[config.mk]
export PLATFORM = sky130hd
export DESIGN_NAME = pllcd_top
export DESIGN_NICKNAME = d
export VERILOG_FILES = /design/src/core/pllcd_pkg.sv /design/src/core/pllcd_clkdiv.sv /design/src/core/pllcd_top.sv
export VERILOG_INCLUDE_DIRS = /design/src /design/src/core
export SDC_FILE = /design/constraint.sdc
export NUM_CORES = 1
export LEC_CHECK = 0
export BUFFER_PORTS_ARGS = -buffer_cell sky130_fd_sc_hd__clkbuf_2
export CAP_MARGIN = 20
export CELL_PAD_IN_SITES_DETAIL_PLACEMENT = 0
export CELL_PAD_IN_SITES_GLOBAL_PLACEMENT = 1
export CORE_MARGIN = 2
export CORE_UTILIZATION = 50
export CTS_CLUSTER_DIAMETER = 50
export CTS_CLUSTER_SIZE = 30
export DETAILED_ROUTE_END_ITERATION = 6
export PLACE_DENSITY_LB_ADDON = 0.1
export SYNTH_ARGS = -nofsm -noshare
export SYNTH_HDL_FRONTEND = slang
export SYNTH_SLANG_ARGS = --single-unit
[constraint.sdc]
create_clock -name clk_i -period 8.5 [get_ports clk_i]
set_input_delay 2.55 -clock clk_i [delete_from_list [all_inputs] [get_ports clk_i]]
set_output_delay 2.55 -clock clk_i [all_outputs]
set_load 0.02 [all_outputs]
[src/core/pllcd_regs.svh]
// register offsets, field positions, reset values and constants
// Functional notes
// fractional multiplier low byte is bits 7-0 of the fraction low register.
// software writes fractional multiplier 0 to 9999 only; above is reserved.
// integer multiplier joins one upper bit with the integer low byte.
// integer multiplier code maps to 1..511; code zero is reserved.
// auto clock detection overrides all programmed multipliers and dividers.
// N divider bits 7-5; code zero divides by 8, else by code.
// PDM divider bits 4-2; codes 0..4 give 1,2,4,8,16; 5..7 unused.
// M divider bits 7-2; code zero divides by 64, else by code.
// ADC modulator divider bits 1-0; codes 0..2 give 1,2,4; 3 reserved.
// DAC modulator divider bits 5-4; codes 0..2 give 1,2,4; 3 reserved.
// primary bit-clock divider top bit sits in bit 2 of register 0x3B.
// secondary bit-clock divider top bit sits in bit 1 of register 0x3B.
// software writes reset values into reserved bits.
// fraction upper bits are bits 5-0 of the preceding register; the code takes them from frac_mult_high_i.
// integer upper bit is bit 7 of the preceding register; the code takes it from int_mult_high_i.
// dividers output input clock over ratio; ratio changes without glitch. Ratio one gives half the input clock.
`ifndef PLLCD_REGS_SVH
`define PLLCD_REGS_SVH
// ==========================================================
// register offsets
`define PLLCD_OFS_FRAC_LOW 7'h37
`define PLLCD_OFS_INT_LOW  7'h38
`define PLLCD_OFS_N_PDM    7'h39
`define PLLCD_OFS_M_ADC    7'h3A
`define PLLCD_OFS_DAC_BCK  7'h3B
// ==========================================================
// reset values
`define PLLCD_RST_FRAC_LOW 8'h00
`define PLLCD_RST_INT_LOW  8'h08
`define PLLCD_RST_N_PDM    8'h20
`define PLLCD_RST_M_ADC    8'h04
`define PLLCD_RST_DAC_BCK  8'h00
// ==========================================================
// field positions
`define PLLCD_N_HI   7
`define PLLCD_N_LO   5
`define PLLCD_PDM_HI 4
`define PLLCD_PDM_LO 2
`define PLLCD_M_HI   7
`define PLLCD_M_LO   2
`define PLLCD_ADC_HI 1
`define PLLCD_ADC_LO 0
`define PLLCD_DAC_HI 5
`define PLLCD_DAC_LO 4
`define PLLCD_PBCK_BIT 2
`define PLLCD_SBCK_BIT 1
// writable mask of register 0x3B (bit 0 reads as zero)
`define PLLCD_DAC_BCK_WMASK 8'hFE
// ==========================================================
// auto detection defaults used while detection is on
`define PLLCD_AUTO_N   7'h01
`define PLLCD_AUTO_M   7'h01
`define PLLCD_AUTO_PDM 7'h01
`endif

[src/core/pllcd_pkg.sv]
// types shared by the clock configuration block
package pllcd_pkg;
  typedef logic [7:0]  pllcd_byte_type;
  typedef logic [13:0] pllcd_frac_type;
  typedef logic [8:0]  pllcd_int_type;
  typedef logic [6:0]  pllcd_ratio_type;
endpackage

[src/core/pllcd_clkdiv.sv]
// glitch-free integer clock divider, ratio taken at period boundary
module pllcd_clkdiv #(
  parameter int W = 7
) (
  input  wire logic         clk_i,
  input  wire logic         rstn_i,
  input  wire logic [W-1:0] ratio_i,
  output logic              clk_o
);
  logic [W-1:0] cnt_r;
  logic [W-1:0] ratio_r;
  logic         out_r;
  logic [W-1:0] half;
  logic         wrap;
  logic [W-1:0] hold_ratio;

  // ratio only loads at the end of a period, so no runt pulse
  assign hold_ratio = (ratio_r == '0) ? {{(W-1){1'b0}}, 1'b1} : ratio_r;
  assign half = hold_ratio >> 1;
  assign wrap = (cnt_r >= hold_ratio - {{(W-1){1'b0}}, 1'b1});

  // counter and output phase
  always_ff @(posedge clk_i or negedge rstn_i) begin
    if (!rstn_i) begin
      cnt_r   <= '0;
      ratio_r <= {{(W-1){1'b0}}, 1'b1};
      out_r   <= 1'b0;
    end else if (wrap) begin
      cnt_r   <= '0;
      ratio_r <= ratio_i;
      out_r   <= 1'b1;
    end else begin
      cnt_r <= cnt_r + {{(W-1){1'b0}}, 1'b1};
      out_r <= (cnt_r + {{(W-1){1'b0}}, 1'b1}) < half;
    end
  end

  // ratio one: toggle every cycle (half the input clock), otherwise counted phase
  always_ff @(posedge clk_i or negedge rstn_i) begin
    if (!rstn_i) begin
      clk_o <= 1'b0;
    end else begin
      clk_o <= (hold_ratio == {{(W-1){1'b0}}, 1'b1}) ? ~clk_o : out_r;
    end
  end
endmodule

[src/core/pllcd_top.sv]
// clock configuration registers with decoded divider outputs
`include "pllcd_regs.svh"
module pllcd_top (
  input  wire logic        clk_i,
  input  wire logic        rstn_i,
  input  wire logic [6:0]  reg_addr_i,
  input  wire logic        reg_wr_i,
  input  wire logic [7:0]  reg_wdata_i,
  output logic      [7:0]  reg_rdata_o,
  input  wire logic        auto_detect_i,
  input  wire logic [5:0]  frac_mult_high_i,
  input  wire logic        int_mult_high_i,
  output logic      [13:0] frac_mult_o,
  output logic      [8:0]  int_mult_o,
  output logic      [6:0]  n_ratio_o,
  output logic      [6:0]  m_ratio_o,
  output logic      [4:0]  pdm_ratio_o,
  output logic      [2:0]  adc_mod_ratio_o,
  output logic      [2:0]  dac_mod_ratio_o,
  output logic             primary_bitclk_div_top_o,
  output logic             secondary_bitclk_div_top_o,
  output logic             n_clk_o,
  output logic             m_clk_o,
  output logic             pdm_clk_o
);
  // ==========================================================
  // register storage
  pllcd_pkg::pllcd_byte_type frac_low_r, int_low_r, n_pdm_r, m_adc_r;
  pllcd_pkg::pllcd_byte_type dac_bck_r;
  logic auto_s1_r, auto_s2_r, auto_s3_r, auto_r;

  // ==========================================================
  // write strobes
  wire w_frac = reg_wr_i && (reg_addr_i == `PLLCD_OFS_FRAC_LOW);
  wire w_int  = reg_wr_i && (reg_addr_i == `PLLCD_OFS_INT_LOW);
  wire w_npdm = reg_wr_i && (reg_addr_i == `PLLCD_OFS_N_PDM);
  wire w_madc = reg_wr_i && (reg_addr_i == `PLLCD_OFS_M_ADC);
  wire w_dbck = reg_wr_i && (reg_addr_i == `PLLCD_OFS_DAC_BCK);

  // register writes; reserved bits stored as written except 0x3B bit 0
  always_ff @(posedge clk_i or negedge rstn_i) begin
    if (!rstn_i) begin
      frac_low_r <= `PLLCD_RST_FRAC_LOW;
      int_low_r  <= `PLLCD_RST_INT_LOW;
      n_pdm_r    <= `PLLCD_RST_N_PDM;
      m_adc_r    <= `PLLCD_RST_M_ADC;
      dac_bck_r  <= `PLLCD_RST_DAC_BCK;
    end else begin
      if (w_frac) frac_low_r <= reg_wdata_i;
      if (w_int)  int_low_r  <= reg_wdata_i;
      if (w_npdm) n_pdm_r    <= reg_wdata_i;
      if (w_madc) m_adc_r    <= reg_wdata_i;
      if (w_dbck) dac_bck_r  <= reg_wdata_i & `PLLCD_DAC_BCK_WMASK;
    end
  end

  // ==========================================================
  // read mux, registered
  wire [7:0] rd_nxt =
    (reg_addr_i == `PLLCD_OFS_FRAC_LOW) ? frac_low_r :
    (reg_addr_i == `PLLCD_OFS_INT_LOW)  ? int_low_r  :
    (reg_addr_i == `PLLCD_OFS_N_PDM)    ? n_pdm_r    :
    (reg_addr_i == `PLLCD_OFS_M_ADC)    ? m_adc_r    :
    (reg_addr_i == `PLLCD_OFS_DAC_BCK)  ? dac_bck_r  : 8'h00;

  // auto detect pin through three flops, changes when last two agree
  always_ff @(posedge clk_i or negedge rstn_i) begin
    if (!rstn_i) begin
      auto_s1_r <= 1'b0;
      auto_s2_r <= 1'b0;
      auto_s3_r <= 1'b0;
      auto_r    <= 1'b0;
    end else begin
      auto_s1_r <= auto_detect_i;
      auto_s2_r <= auto_s1_r;
      auto_s3_r <= auto_s2_r;
      if (auto_s2_r == auto_s3_r) auto_r <= auto_s3_r;
    end
  end

  // ==========================================================
  // field decode
  wire [2:0] n_code   = n_pdm_r[`PLLCD_N_HI:`PLLCD_N_LO];
  wire [2:0] pdm_code = n_pdm_r[`PLLCD_PDM_HI:`PLLCD_PDM_LO];
  wire [5:0] m_code   = m_adc_r[`PLLCD_M_HI:`PLLCD_M_LO];
  wire [1:0] adc_code = m_adc_r[`PLLCD_ADC_HI:`PLLCD_ADC_LO];
  wire [1:0] dac_code = dac_bck_r[`PLLCD_DAC_HI:`PLLCD_DAC_LO];

  wire [6:0] n_dec = (n_code == 3'h0) ? 7'h08 : {4'h0, n_code};
  wire [6:0] m_dec = (m_code == 6'h00) ? 7'h40 : {1'b0, m_code};
  wire [4:0] pdm_dec = (pdm_code > 3'h4) ? 5'h01 :
                       5'(5'h01 << pdm_code);
  wire [2:0] adc_dec = (adc_code == 2'h3) ? 3'h1 :
                       3'(3'h1 << adc_code);
  wire [2:0] dac_dec = (dac_code == 2'h3) ? 3'h1 :
                       3'(3'h1 << dac_code);
  wire [13:0] frac_dec = {frac_mult_high_i, frac_low_r};
  wire [8:0] int_dec = {int_mult_high_i, int_low_r};

  // auto detection replaces programmed settings
  wire [6:0] n_sel   = auto_r ? `PLLCD_AUTO_N : n_dec;
  wire [6:0] m_sel   = auto_r ? `PLLCD_AUTO_M : m_dec;
  wire [6:0] pdm_sel = auto_r ? `PLLCD_AUTO_PDM : {2'b00, pdm_dec};

  // registered decoded outputs
  always_ff @(posedge clk_i or negedge rstn_i) begin
    if (!rstn_i) begin
      reg_rdata_o                <= 8'h00;
      frac_mult_o                <= 14'h0000;
      int_mult_o                 <= 9'h000;
      n_ratio_o                  <= 7'h00;
      m_ratio_o                  <= 7'h00;
      pdm_ratio_o                <= 5'h00;
      adc_mod_ratio_o            <= 3'h0;
      dac_mod_ratio_o            <= 3'h0;
      primary_bitclk_div_top_o   <= 1'b0;
      secondary_bitclk_div_top_o <= 1'b0;
    end else begin
      reg_rdata_o     <= rd_nxt;
      frac_mult_o     <= auto_r ? 14'h0000 : frac_dec;
      int_mult_o      <= auto_r ? 9'h000 : int_dec;
      n_ratio_o       <= n_sel;
      m_ratio_o       <= m_sel;
      pdm_ratio_o     <= pdm_sel[4:0];
      adc_mod_ratio_o <= auto_r ? 3'h1 : adc_dec;
      dac_mod_ratio_o <= auto_r ? 3'h1 : dac_dec;
      primary_bitclk_div_top_o   <= ~auto_r &
                                    dac_bck_r[`PLLCD_PBCK_BIT];
      secondary_bitclk_div_top_o <= ~auto_r &
                                    dac_bck_r[`PLLCD_SBCK_BIT];
    end
  end

  // ==========================================================
  // divided clocks
  pllcd_clkdiv #(.W(7)) u_n_divider (
    .clk_i   (clk_i),
    .rstn_i  (rstn_i),
    .ratio_i (n_sel),
    .clk_o   (n_clk_o)
  );
  pllcd_clkdiv #(.W(7)) u_m_divider (
    .clk_i   (clk_i),
    .rstn_i  (rstn_i),
    .ratio_i (m_sel),
    .clk_o   (m_clk_o)
  );
  pllcd_clkdiv #(.W(7)) u_pdiv (
    .clk_i   (clk_i),
    .rstn_i  (rstn_i),
    .ratio_i (pdm_sel),
    .clk_o   (pdm_clk_o)
  );

  // ==========================================================
  // checks
  property p_n_zero;
    @(posedge clk_i) disable iff (!rstn_i)
      (!auto_r && n_code == 3'h0) |=> (n_ratio_o == 7'h08);
  endproperty
  a_n_zero: assert property (p_n_zero) else $error("n code 0 not 8");

  property p_m_zero;
    @(posedge clk_i) disable iff (!rstn_i)
      (!auto_r && m_code == 6'h00) |=> (m_ratio_o == 7'h40);
  endproperty
  a_m_zero: assert property (p_m_zero) else $error("m code 0 not 64");

  property p_pdm;
    @(posedge clk_i) disable iff (!rstn_i)
      (!auto_r && pdm_code == 3'h4) |=> (pdm_ratio_o == 5'h10);
  endproperty
  a_pdm: assert property (p_pdm) else $error("pdm code 4 not 16");

  property p_adc;
    @(posedge clk_i) disable iff (!rstn_i)
      (!auto_r && adc_code == 2'h2) |=> (adc_mod_ratio_o == 3'h4);
  endproperty
  a_adc: assert property (p_adc) else $error("adc code 2 not 4");

  property p_dac;
    @(posedge clk_i) disable iff (!rstn_i)
      (!auto_r && dac_code == 2'h1) |=> (dac_mod_ratio_o == 3'h2);
  endproperty
  a_dac: assert property (p_dac) else $error("dac code 1 not 2");

  property p_frac;
    @(posedge clk_i) disable iff (!rstn_i)
      w_frac && !auto_r ##1 !auto_r
        |=> (frac_mult_o[7:0] == $past(reg_wdata_i, 2));
  endproperty
  a_frac: assert property (p_frac) else $error("fraction low lost");

  property p_int;
    @(posedge clk_i) disable iff (!rstn_i)
      !auto_r |=> (int_mult_o[8] == $past(int_mult_high_i));
  endproperty
  a_int: assert property (p_int) else $error("integer top wrong");

  property p_auto;
    @(posedge clk_i) disable iff (!rstn_i)
      auto_r |=> (frac_mult_o == 14'h0000 && !primary_bitclk_div_top_o);
  endproperty
  a_auto: assert property (p_auto) else $error("auto not honoured");

  property p_bck;
    @(posedge clk_i) disable iff (!rstn_i)
      w_dbck && !auto_r ##1 !auto_r |=>
        (secondary_bitclk_div_top_o == $past(reg_wdata_i[1], 2));
  endproperty
  a_bck: assert property (p_bck) else $error("bitclk top wrong");

  property p_pbck;
    @(posedge clk_i) disable iff (!rstn_i)
      w_dbck && !auto_r ##1 !auto_r |=>
        (primary_bitclk_div_top_o == $past(reg_wdata_i[2], 2));
  endproperty
  a_pbck: assert property (p_pbck) else $error("primary top wrong");

  property p_n_code;
    @(posedge clk_i) disable iff (!rstn_i)
      (!auto_r && n_code != 3'h0) |=>
        (n_ratio_o == {4'h0, $past(n_code)});
  endproperty
  a_n_code: assert property (p_n_code) else $error("n code not ratio");

  property p_m_code;
    @(posedge clk_i) disable iff (!rstn_i)
      (!auto_r && m_code != 6'h00) |=>
        (m_ratio_o == {1'b0, $past(m_code)});
  endproperty
  a_m_code: assert property (p_m_code) else $error("m code not ratio");

  property p_auto_div;
    @(posedge clk_i) disable iff (!rstn_i)
      auto_r |=> (n_ratio_o == 7'h01 && m_ratio_o == 7'h01 &&
                  pdm_ratio_o == 5'h01 && dac_mod_ratio_o == 3'h1);
  endproperty
  a_auto_div: assert property (p_auto_div) else $error("auto div wrong");
endmodule

# Yosys cells after proc, flatten, opt, wreduce, memory -nomap -nowiden

Index checks and enable logic that the tools add are counted.

$add $sub $neg: 6
Order comparisons: 7
Equal/unequal tests: 11
Shift-type cells: 3
Multiplexer cells: 29
Bitwise logic cells: 6
Reduce and logical (&&, ||, !) cells: 10

Operator list:

| operator                                                              | number |
|---|---|
| 7-bit 2-to-1 mux                                                      | 7 |
| 8-bit 2-to-1 mux                                                      | 5 |
| 7-bit by 6-bit equality test with 1-bit output, second input constant | 5 |
| 7-bit by 1-bit adder with 7-bit output, second input constant         | 3 |
| 7-bit by 1-bit equality test with 1-bit output, second input constant | 3 |
| 7-bit greater-or-equal comparator                                     | 3 |
| 7-bit logical NOT                                                     | 3 |
| 7-bit by 6-bit less-than comparator with 1-bit output                 | 3 |
| 7-bit by 1-bit subtractor with 7-bit output, second input constant    | 3 |
| 14-bit 2-to-1 mux                                                     | 1 |
| 3-bit 2-to-1 mux                                                      | 4 |
| 4-bit 2-to-1 mux                                                      | 3 |
| 5-bit 2-to-1 mux                                                      | 2 |
| 9-bit 2-to-1 mux                                                      | 1 |
| 6-bit logical NOT                                                     | 1 |
| 1-bit 2-to-1 mux                                                      | 6 |
| 1-bit by 2-bit left shift with 3-bit output, first input constant     | 2 |
| 1-bit logical AND                                                     | 5 |
| 1-bit by 3-bit left shift with 5-bit output, first input constant     | 1 |
| 2-bit equality test, second input constant                            | 2 |
| 1-bit NOT                                                             | 4 |
| 3-bit > comparator, second input constant                             | 1 |
| 3-bit logical NOT                                                     | 1 |
| 1-bit bitwise AND                                                     | 2 |
| 1-bit equality test                                                   | 1 |

Bits in registers: 143
Bits of input ports: 26
Output and inout bits: 61
Word-level logic and storage cells: 103

# Longest topological paths before layout

Gate-level depths: netlist of run 1.

Depth in word-level cells: 6
Mapped depth: 13
Depth with buffers taken out: 12

# Hierarchy

Synthesis of run 1 repeated with hierarchy kept, for this count alone.

Cell total of the unflattened synthesis: 666
Area, all modules: 7,507.2 um2

By module, submodules not included:

| module                         | instances | cells each | area each (um2) | seq. area each (um2) |
|---|---|---|---|---|
| pllcd_top                      | 1         | 274        | 3,806.2         | 2,456.1 |
| pllcd_clkdiv (u_m_divider ...) | 2         | 145        | 1,312.5         | 401.6 |
| pllcd_clkdiv (u_n_divider)     | 1         | 102        | 1,076.0         | 401.6 |

# Least setup slack after synthesis of run 1

OpenSTA, ideal clock, no wires.

Kind: in2reg
Start: in reg_addr_i[6]
End: reg dac_bck_r[1]
Setup time: 0.125 ns
Data arrival time: 3.524 ns
Data required time: 8.375 ns
Path slack: 4.852 ns
Stages on the path: 4
Path buffers: 0
Cell sequence: nand3b_4 > nor3b_4 > nand4_2 > mux2_2

Cells in the longest elaborated chain, start to end: 2

RTL lines:

| item                                                            | line            | RTL |
|---|---|---|
| from (decl)                                                     | pllcd_top.sv:6  | `input wire logic [6:0] reg_addr_i,` |
| 7-bit by 6-bit equality test with 1-bit output (no source line) | -               |  |
| 1-bit logical AND                                               | pllcd_top.sv:38 | `` wire w_dbck = reg_wr_i && (reg_addr_i == `PLLCD_OFS_DAC_BCK); `` |
| to (signal assigned)                                            | pllcd_top.sv:47 | `` dac_bck_r <= `PLLCD_RST_DAC_BCK; `` |
| to (signal assigned)                                            | pllcd_top.sv:53 | `` if (w_dbck) dac_bck_r <= reg_wdata_i & `PLLCD_DAC_BCK_WMASK; `` |
| to (decl)                                                       | pllcd_top.sv:29 | `pllcd_pkg::pllcd_byte_type dac_bck_r;` |

Every way passes these cells.
A chain may end at the register's enable or synchronous reset.

# Worst setup path after layout of run 1

Start: in reg_addr_i[1]
End: reg m_adc_r[3]

Cells in the longest elaborated chain, start to end: 2

RTL lines:

| item                                                            | line            | RTL |
|---|---|---|
| 7-bit by 6-bit equality test with 1-bit output (no source line) | -               |  |
| 1-bit logical AND                                               | pllcd_top.sv:37 | `` wire w_madc = reg_wr_i && (reg_addr_i == `PLLCD_OFS_M_ADC); `` |
| to (signal assigned)                                            | pllcd_top.sv:46 | `` m_adc_r <= `PLLCD_RST_M_ADC; `` |
| to (signal assigned)                                            | pllcd_top.sv:52 | `if (w_madc) m_adc_r <= reg_wdata_i;` |
| to (decl)                                                       | pllcd_top.sv:28 | `pllcd_pkg::pllcd_byte_type frac_low_r, int_low_r, n_pdm_r, m_adc_r;` |

Every way passes these cells.

==> metrics.md, run 1 <==
| Metric | Value |
|---|---|
| Status | completed |
| Final clock skew | 0.00633 ns |
| RSZ-0062 raised after global routing | no |
| Commonest cells after routing, fill and taps aside | dfrtp_1, clkbuf_2, mux2_2 |
| R2R Setup Slk | 5.29 ns |
| Final #Nets | 688 |
| Hold Crit Depth | 0 |
| Part of the power in registers | 36.9% |
| Cts hold-fix bufs | 0 |
| Clk Latency, worst-skew pair | 0.42 ns |
| Overflow after GRT | 0 |
| Hold wc startpoint | auto_s1_r |
| Crit end category | register |
| EDFF count, synth | 0 |
| DIE WIDTH | 118 um |
| Most common cell after layout, fill and taps aside | dfrtp_1 |
| Final HPWL DP | 8.63 mm |
| Worst-margin pin slew | 0.852 ns |
| Setup Fix Bufs, Post-CTS | 0 |
| Starting DRT DRC Count | 260 |
| Sink Count | 141 |
| Clk slew on worst S/H paths | 0.06 ns |
| Port bufs | 83 |
| Cell Rows | 41 |
| CTS tree | built |
| Syn. warnings | 0 |
| CP max-delay cell | nor2b_1 |
| Reg2Reg Depth | 12 |
| Worst min path class | reg -> reg |
| Crit path max fanout | 14 |
| Worst R2R End | u_m_divider.ratio_r[6] |
| Worst endpoint required time | 8.80 ns |
| Synth Instances | 524 |
| # setup viols final | 0 |
| Total global-route track usage | 18.8% |
| Cell variety after synth | 48 |
| Slew headroom | 42.8% |
| Largest net degree at the start of global routing | 79 |
| Post_cts resized | 0 |
| Crit path kind | in -> reg |
| Switch Pwr | 799 uW |
| Core Box Area | 12600 um^2 |
| Fmax | 268 MHz |
| Arrival time at the worst endpoint | 4.03 ns |
| Final GP Congestion | 0.793 |
| WHS Endpoint | auto_s2_r |
| Max IR drop VDD | 0.000140 V |
| Tcrit/Tclk final | 43.9% |
| Layout area overhead | 18.3% |
| Logic pwr share | 32.7% |
| N_diodes | 0 |
| Cell area after synthesis | 6440 um^2 |
| Die boundary height | 118 um |
| DP Area | 7030 um^2 |
| Via count | 4020 |
| Routed Antenna Nets | 0 |
| Critical R2R Launch | u_m_divider.ratio_r[2] |
| Ratio of cells with drive above 1 in the final layout | 32.5% |
| Initial Util | 51.1% |
| Syn_area_per_cell | 12.3 um^2 |
| Final Hold Fails | 0 |
| Worst path max stage delay | 0.52 ns |
| First-pass GRT wire length | 20.5 mm |
| Post-DR wirelength/cell | 15.0 um |
| Flops & latches, synth | 141 |
| P_int | 1.60 mW |
| Drt first pass iters | 4 |
| Critical path buffers and inverters | 1 |
| Die ar. | 13800 um^2 |
| P per Cell Area | 315 nW/um^2 |
| Cell area after layout | 7620 um^2 |
| Initial antenna violation count | 0 |
| Vias/cell | 5.01 |
| Leak Pwr | 3.80 nW |
| FFs w/ async S/R, synth | 100% |
| Slew Limit Fails | 0 |
| Startpoint Class | primary input |
| Register area share after synthesis | 54.9% |
| Cts bufs inserted | 17 |
| Top Ports | 87 |
| Htree depth | 4 |
| Root buf cell | clkbuf_16 |
| Minimum clock period after layout | 3.74 ns |
| DRC errors left | 0 |
| Worst path cell trace | clkbuf_2 > nor2b_1 > nand3_2 > mux2_2 |
| Max-cap violation count | 0 |
| Ys flop type | dfrtp_1 |
| Clk pwr share | 30.4% |
| Post-Route WL | 12.1 mm |
| CTS Buffer Depth | 2 |
| Switching share of total power | 33.3% |
| Kind of cell adding the most delay to the critical path | simple AND/OR/NAND/NOR gates |
| Setup_tns | 0 ns |
| Vias in the first global route | 4132 |
metrics by stage:
| stage | setup slack (ns) | std cells | power (mW) | hold slack (ns) | utilization [%] |
|---|---|---|---|---|---|
| 2_1_floorplan | 4.85 | 529 | 1.50 | 0.331 | - |
| 3_3_place_gp | 4.44 | 771 | 1.65 | 0.337 | 55.7 |
| 3_5_place_dp | 4.34 | 771 | 1.68 | 0.344 | 55.7 |
| 4_1_cts | 4.79 | 803 | 2.43 | 0.361 | 60.4 |
| 5_1_grt | 4.61 | 803 | 2.57 | 0.361 | 60.4 |
| 6_report | 4.76 | 803 | 2.40 | 0.357 | 60.4 |
power groups by stage:
| stage | logic, mW | clock network, mW | registers [mW] |
|---|---|---|---|
| finish | 0.784 | 0.729 | 0.885 |
| global route | 0.892 | 0.774 | 0.902 |
| CTS | 0.797 | 0.744 | 0.886 |
| detailed placement | 0.786 | 0 | 0.896 |
| global placement | 0.756 | 0 | 0.896 |
| floorplan | 0.599 | 0 | 0.897 |
synthesized netlist by cell type, types with 2 or more instances:
master	number	area [um^2]
a22oi_1	14	105
ha_1	44	551
nand3_2	3	30.0
a21oi_1	14	70.1
and3_1	3	18.8
nor2b_1	49	307
xnor2_1	14	123
nor2_1	28	105
buf_4	4	30.0
dfrtp_1	135	3380
or3_1	3	18.8
a21o_1	4	30.0
a31o_2	3	26.3
mux2_2	62	698
nand3_1	15	75.1
nand2_1	14	52.6
dfstp_2	6	158
nor4_1	2	12.5
mux2i_1	5	50.1
nor3_1	9	45.0
clkbuf_1	6	22.5
o21ai_2	2	17.5
o21ai_0	14	70.1
or2_2	6	37.5
xor2_1	9	78.8
inv_1	29	109
nor3b_1	2	15.0
buf_2	4	20.0
conb_1	2	7.51
registers in the layout (all words and copies together) (netlist names), 8 cells and up:
register and cells:
n_pdm_r 8, m_adc_r 8, frac_low_r 8, frac_mult_o 14, int_low_r 8, int_mult_o 9
reg_rdata_o 8
worst reg2reg max path, stage by stage (launching register included):
cell     delay, ns
dfrtp_1       0.42
inv_1         0.12
nand3_1       0.12
nor3_1        0.27
a21oi_1       0.17
ha_1          0.25
xnor2_1       0.13
ha_1          0.29
nand2_1       0.05
o21ai_0       0.17
a21oi_1       0.11
o21ai_2       0.57
mux2_2        0.42
how the worst max path moves through the flow:
stage,from,endpoint,cells after the start
floorplan,reg_addr_i[6],dac_bck_r[1],4
global placement,reg_addr_i[1],m_adc_r[5],4
finish,reg_addr_i[1],m_adc_r[3],4
detailed placement,reg_addr_i[1],m_adc_r[1],4
CTS,reg_addr_i[1],m_adc_r[1],4
global route,reg_addr_i[1],m_adc_r[6],4
metal layers:
| layer | track usage [%] | wire [um] | vias up |
|---|---|---|---|
| met1 | 25.0 | 5590 | 1967 |
| met4 | 6.85 | 168 | 0 |
| met2 | 30.6 | 5960 | 61 |
| li1 | - | - | 1978 |
| met3 | 4.07 | 334 | 14 |
| met5 | 0 | 0 | - |
kinds of logic after synthesis:
family / share of synthesized area (%)
flip-flops: 54.9
buffers and inverters: 2.99
AND/OR/NAND/NOR: 12.9
multiplexers: 11.6
adder cells (fa/ha/maj): 8.70
other: 0.117
XOR/XNOR: 3.13
AO/OA/AOI/OAI: 5.75
area by class of cell:
class                   count  area [um^2]
repair buffers             85          437
fillers                  1071         4990
clock buffers              19          453
inverters                  29          109
well taps                 172          215
clock inverters            13          140
multi-input cells         344         2740
flip-flops and latches    141         3540
No activity file was read; power rests on OpenSTA's default activity.
==> run 2, diff against run 1 <==
--- a/config.mk
+++ b/config.mk
@@ -11,7 +11,7 @@
 export CELL_PAD_IN_SITES_DETAIL_PLACEMENT = 0
 export CELL_PAD_IN_SITES_GLOBAL_PLACEMENT = 1
 export CORE_MARGIN = 2
-export CORE_UTILIZATION = 50
+export CORE_UTILIZATION = 46
 export CTS_CLUSTER_DIAMETER = 50
 export CTS_CLUSTER_SIZE = 30
 export DETAILED_ROUTE_END_ITERATION = 6
==> constraint.sdc (replaced) <==
create_clock -name clk_i -period 3.7 [get_ports clk_i]
set_input_delay 1.11 -clock clk_i [delete_from_list [all_inputs] [get_ports clk_i]]
set_output_delay 1.11 -clock clk_i [all_outputs]
set_load 0.02 [all_outputs]
==> run 2 against run 1 <==
Compared with the run above:
- die area is 8.4% higher
- design area grew 1.2%
- first-iteration DRC count shrank 38%
- sequential power up 130%
- flip-flop and latch count is the same
- sequential share of layout area shrank 0.53 points
- cell count is 1.7% higher
- critical endpoint is now u_m_divider.ratio_r[6]
- largest cell class unchanged
- highest routed layer unchanged
==> metrics.md, run 2 (synthesis results as in run 1) <==
| Metric | Value |
|---|---|
| Final HPWL DP | 8.98 mm |
| Layout area overhead | 19.7% |
| Crit end category | register |
| Setup Fix Bufs, Post-CTS | 0 |
| First-pass GRT wire length | 21.1 mm |
| Startpoint Class | register |
| Worst endpoint required time | 4.01 ns |
| Sink Count | 141 |
| Core Box Area | 13800 um^2 |
| Total global-route track usage | 18.7% |
| Initial Util | 46.8% |
| Ratio of cells with drive above 1 in the final layout | 33.0% |
| DRC errors left | 0 |
| RSZ-0062 raised after global routing | no |
| Slew Limit Fails | 0 |
| Cts bufs inserted | 17 |
| Slew headroom | 53.0% |
| Final GP Congestion | 0.826 |
| Starting DRT DRC Count | 162 |
| Max-cap violation count | 0 |
| Die boundary height | 122 um |
| Post-DR wirelength/cell | 15.6 um |
| Worst path max stage delay | 0.56 ns |
| Final #Nets | 694 |
| Vias in the first global route | 4094 |
| Top Ports | 87 |
| CTS Buffer Depth | 2 |
| Final clock skew | 0.00510 ns |
| Worst-margin pin slew | 0.705 ns |
| CTS tree | built |
| Die ar. | 15000 um^2 |
| Overflow after GRT | 0 |
| Via count | 4120 |
| P per Cell Area | 724 nW/um^2 |
| Routed Antenna Nets | 0 |
| Initial antenna violation count | 0 |
| Status | completed |
| N_diodes | 0 |
| Final Hold Fails | 0 |
| Root buf cell | clkbuf_16 |
| CP max-delay cell | o21ai_2 |
| Worst min path class | reg -> reg |
| Htree depth | 4 |
| # setup viols final | 0 |
| Largest registers | frac_mult_o (14), int_mult_o (9) |
| Crit path max fanout | 15 |
| Largest net degree at the start of global routing | 71 |
| DIE WIDTH | 122 um |
| Max IR drop VDD | 0.000341 V |
| Leak Pwr | 3.85 nW |
| Kind of cell adding the most delay to the critical path | compound AO/OA/AOI/OAI gates |
| Commonest cells after routing, fill and taps aside | dfrtp_1, clkbuf_2, mux2_2 |
| Setup WS pre-CTS | 0.504 ns |
| Clk slew on worst S/H paths | 0.06 ns |
| Clk Latency, worst-skew pair | 0.42 ns |
| Critical path buffers and inverters | 1 |
| Port bufs | 83 |
| Max reg flops | 14 |
| Crit path kind | reg -> reg |
| Worst path cell trace | inv_1 > nand3_1 > nor3_1 > a21oi_1 > ha_1 > xnor2_1 > ha_1 > nand2_1 > o21ai_0 > a21oi_1 > o21ai_2 > mux2_2 |
| Post-Route WL | 12.8 mm |
| Final setup margin | 0.524 ns |
| Most common cell after layout, fill and taps aside | dfrtp_1 |
| Cell Rows | 43 |
| Arrival time at the worst endpoint | 3.48 ns |
| Drt first pass iters | 4 |
| Post_cts resized | 0 |
| Cts hold-fix bufs | 0 |
| Top reg by flops | frac_mult_o |
| Vias/cell | 5.04 |
| Minimum clock period after layout | 3.18 ns |
| Fmax | 315 MHz |
| Setup_tns | 0 ns |
| Tcrit/Tclk final | 85.8% |
run 2: cell count changes in the layout (fill, tap and decap cells not counted), sizes merged:
cell / previous run / this run
clkinv: 6 / 3
bufinv: 2 / 3
clkbuf: 101 / 100
inv: 30 / 34
buf: 3 / 9
clkinvlp: 4 / 3
run 2: layer usage:
metal	vias to the layer above	track usage (%)	share of wire, %
met5	-	0	0
met4	0	7.76	1.0
met3	11	4.41	3.9
met2	64	27.8	47
met1	2044	26.4	49
li1	2001	-	-
run 2: power by group:
part / internal [mW] / switching [mW]
combinational: 0.841 / 0.954
clock: 1.07 / 0.683
sequential: 1.81 / 0.221
total: 3.73 / 1.86
run 2: stage by stage:
step | area [um^2] | utilization, % | instances | total power, mW | hold slack (ns)
2_1_floorplan | 6460 | - | 529 | 3.44 | 0.331
3_3_place_gp | 7100 | 51.5 | 785 | 3.84 | 0.359
3_5_place_dp | 7100 | 51.5 | 785 | 3.88 | 0.355
4_1_cts | 7710 | 56.0 | 817 | 5.66 | 0.370
5_1_grt | 7710 | 56.0 | 817 | 6.02 | 0.373
6_report | 7710 | 56.0 | 817 | 5.58 | 0.360
run 2: worst reg2reg max path, delay by kind of cell (launching register included):
kind / cells / cell delay, ns
AO/OA/AOI/OAI: 4 / 0.97
XOR/XNOR: 1 / 0.15
adder cells (fa/ha/maj): 2 / 0.55
buffers and inverters: 1 / 0.11
flip-flops: 1 / 0.42
multiplexers: 1 / 0.41
AND/OR/NAND/NOR: 3 / 0.47
run 2: worst paths after layout:
kind,slack (ns),from,endpoint,depth (start not counted)
setup / recovery,0.52,u_m_divider.ratio_r[2],u_m_divider.ratio_r[6],12
hold / removal,0.36,auto_s1_r,auto_s2_r,0
setup reg to reg,0.52,u_m_divider.ratio_r[2],u_m_divider.ratio_r[6],12
hold reg to reg,0.36,auto_s1_r,auto_s2_r,0
max in group asynchronous,2.26,rstn_i,u_n_divider.ratio_r[0],2
min in group asynchronous,0.69,rstn_i,u_n_divider.cnt_r[4],1
run 2: layout make-up:
class / count / area, um^2
clock buffers: 18 / 429
fillers: 1217 / 6060
multi-input cells: 344 / 2740
clock inverters: 14 / 185
well taps: 180 / 225
inverters: 29 / 109
repair buffers: 91 / 494
flip-flops and latches: 141 / 3540
==> run 3, diff against run 2 <==
--- a/config.mk
+++ b/config.mk
@@ -15,7 +15,10 @@
 export CTS_CLUSTER_DIAMETER = 50
 export CTS_CLUSTER_SIZE = 30
 export DETAILED_ROUTE_END_ITERATION = 6
+export GPL_TIMING_DRIVEN = 0
 export PLACE_DENSITY_LB_ADDON = 0.1
+export RECOVER_POWER = 50
 export SYNTH_ARGS = -nofsm -noshare
 export SYNTH_HDL_FRONTEND = slang
 export SYNTH_SLANG_ARGS = --single-unit
+export TNS_END_PERCENT = 50
==> run 3 against run 2 <==
Compared with the run above:
- the run now ends with max-capacitance violations, max-slew violations left
- critical endpoint is now u_pdiv.ratio_r[3]
- critical path type unchanged
- via count is 0.41% higher
- clock skew up 0.0010 ns
- highest routed layer unchanged
- die area unchanged
- clock power down 7%
- critical path depth fell by 1
==> metrics.md, run 3 (synthesis results as in run 1) <==
| Metric | Value |
|---|---|
| CTS tree | built |
| Final Hold Fails | 0 |
| Crit path kind | reg -> reg |
| Status | finished, violations left |
| Crit end category | register |
| # fillers | 1221 |
| Core Box Area | 13800 um^2 |
| Worst endpoint required time | 4.00 ns |
| Clk Latency, worst-skew pair | 0.42 ns |
| Final setup margin | 0.562 ns |
| Final #Nets | 701 |
| # setup viols final | 0 |
| Initial antenna violation count | 0 |
| Htree depth | 4 |
| Slew headroom | -8.20% |
| Cts hold-fix bufs | 0 |
| Arrival time at the worst endpoint | 3.44 ns |
| Critical R2R Launch | u_pdiv.ratio_r[1] |
| Max-cap violation count | 1 |
| Violated checks | max-capacitance violations, max-slew violations |
| Cts bufs inserted | 17 |
| Worst min path class | reg -> reg |
| Vias in the first global route | 4326 |
| Die ar. | 15000 um^2 |
| Final HPWL DP | 9.17 mm |
| CP max-delay cell | nor4_1 |
| Routed Antenna Nets | 0 |
| Setup WS pre-CTS | 0.554 ns |
| Cell Rows | 43 |
| Commonest cells after routing, fill and taps aside | dfrtp_1, clkbuf_2, mux2_2 |
| Total global-route track usage | 19.5% |
| CTS Buffer Depth | 2 |
| DP Area | 7140 um^2 |
| Post-Route WL | 13.1 mm |
| Starting DRT DRC Count | 155 |
| Post-DR wirelength/cell | 15.9 um |
| Worst-margin pin slew | 1.62 ns |
| Final clock skew | 0.00614 ns |
| First-pass GRT wire length | 21.9 mm |
| Final GP Congestion | 0.785 |
| Via count | 4137 |
| Clk slew on worst S/H paths | 0.06 ns |
| Post_cts resized | 0 |
| Critical path buffers and inverters | 1 |
| Largest registers | frac_mult_o (14), int_mult_o (9) |
| Layout area overhead | 19.2% |
| Most common cell after layout, fill and taps aside | dfrtp_1 |
| Post-Place Cells | 792 |
| Startpoint Class | register |
| Leak Pwr | 3.84 nW |
| Cell area after layout | 7680 um^2 |
| Slew Limit Fails | 68 |
| Die boundary height | 122 um |
| Ratio of cells with drive above 1 in the final layout | 32.1% |
| DIE WIDTH | 122 um |
| Hold WS | 0.357 ns |
| Minimum clock period after layout | 3.14 ns |
| Critical path endpoint | u_pdiv.ratio_r[3] |
| Worst path max stage delay | 0.57 ns |
| Setup Fix Bufs, Post-CTS | 0 |
| Vias/cell | 5.02 |
| Kind of cell adding the most delay to the critical path | simple AND/OR/NAND/NOR gates |
| Worst path cell trace | nor4_1 > nor2_1 > ha_1 > xnor2_1 > ha_1 > nand2_1 > o21ai_0 > a21oi_1 > o21ai_2 > buf_2 > mux2_2 |
| DRC errors left | 0 |
| Top reg by flops | frac_mult_o |
| R2R Setup Slk | 0.56 ns |
| Root buf cell | clkbuf_16 |
| Worst R2R End | u_pdiv.ratio_r[3] |
| Max IR drop VDD | 0.000341 V |
| P per Cell Area | 719 nW/um^2 |
| Most frequent CP cell | ha_1 |
| Critical Path Stages | 11 |
| RSZ-0062 raised after global routing | no |
| Overflow after GRT | 0 |
| Worst setup path startpoint | u_pdiv.ratio_r[1] |
| Top Ports | 87 |
| Tcrit/Tclk final | 84.8% |
| Drt first pass iters | 4 |
| Reg2Reg Depth | 11 |
| Cell Count, Final, Fillers Out | 824 |
| Crit path max fanout | 10 |
| N_diodes | 0 |
| Port bufs | 82 |
| Hold Crit Depth | 0 |
| Initial Util | 46.8% |
| Largest net degree at the start of global routing | 76 |
| Fmax | 319 MHz |
| Sink Count | 141 |
| Max reg flops | 14 |
run 3: metrics by stage:
stage | utilization (%) | setup TNS [ns] | power, mW
floorplan | - | 0 | 3.44
global placement | 51.5 | -95.96 | 3.86
detailed placement | 51.8 | 0 | 3.93
CTS | 56.0 | 0 | 5.60
global route | 55.8 | 0 | 5.95
finish | 55.8 | 0 | 5.52
run 3: area by class of cell:
| class | instances | area, um^2 | share of cell area (%) |
|---|---|---|---|
| buffer | 15 | 83.8 | 1.09 |
| clock buffer | 25 | 485 | 6.32 |
| clock inverter | 7 | 87.6 | 1.14 |
| inverter | 29 | 109 | 1.42 |
| multi-input combinational | 344 | 2740 | 35.6 |
| sequential | 141 | 3540 | 46.0 |
| tap | 180 | 225 | 2.93 |
| timing repair buffer | 83 | 418 | 5.44 |
run 3: per-layer routing:
metal  GRT usage [%]  routed length (um)  vias up
li1                -                   -     2012
met1            25.5                5920     2032
met2            30.6                6260       73
met3            5.11                 614       20
met4            8.98                 314        0
met5               0                   0        -
run 3: how the worst min path moves through the flow:
stage                          from         to  slack [ns]
after floorplan           auto_s1_r  auto_s2_r        0.33
after global placement    auto_s1_r  auto_s2_r        0.35
after detailed placement  auto_s1_r  auto_s2_r        0.35
after CTS                 auto_s1_r  auto_s2_r        0.36
after global routing      auto_s1_r  auto_s2_r        0.37
final                     auto_s1_r  auto_s2_r        0.36
run 3: power breakdown:
part	internal [mW]	leakage, nW	switching (mW)
sequential	1.81	1.85	0.222
combinational	0.861	1.71	0.983
clock	1.04	0.281	0.604
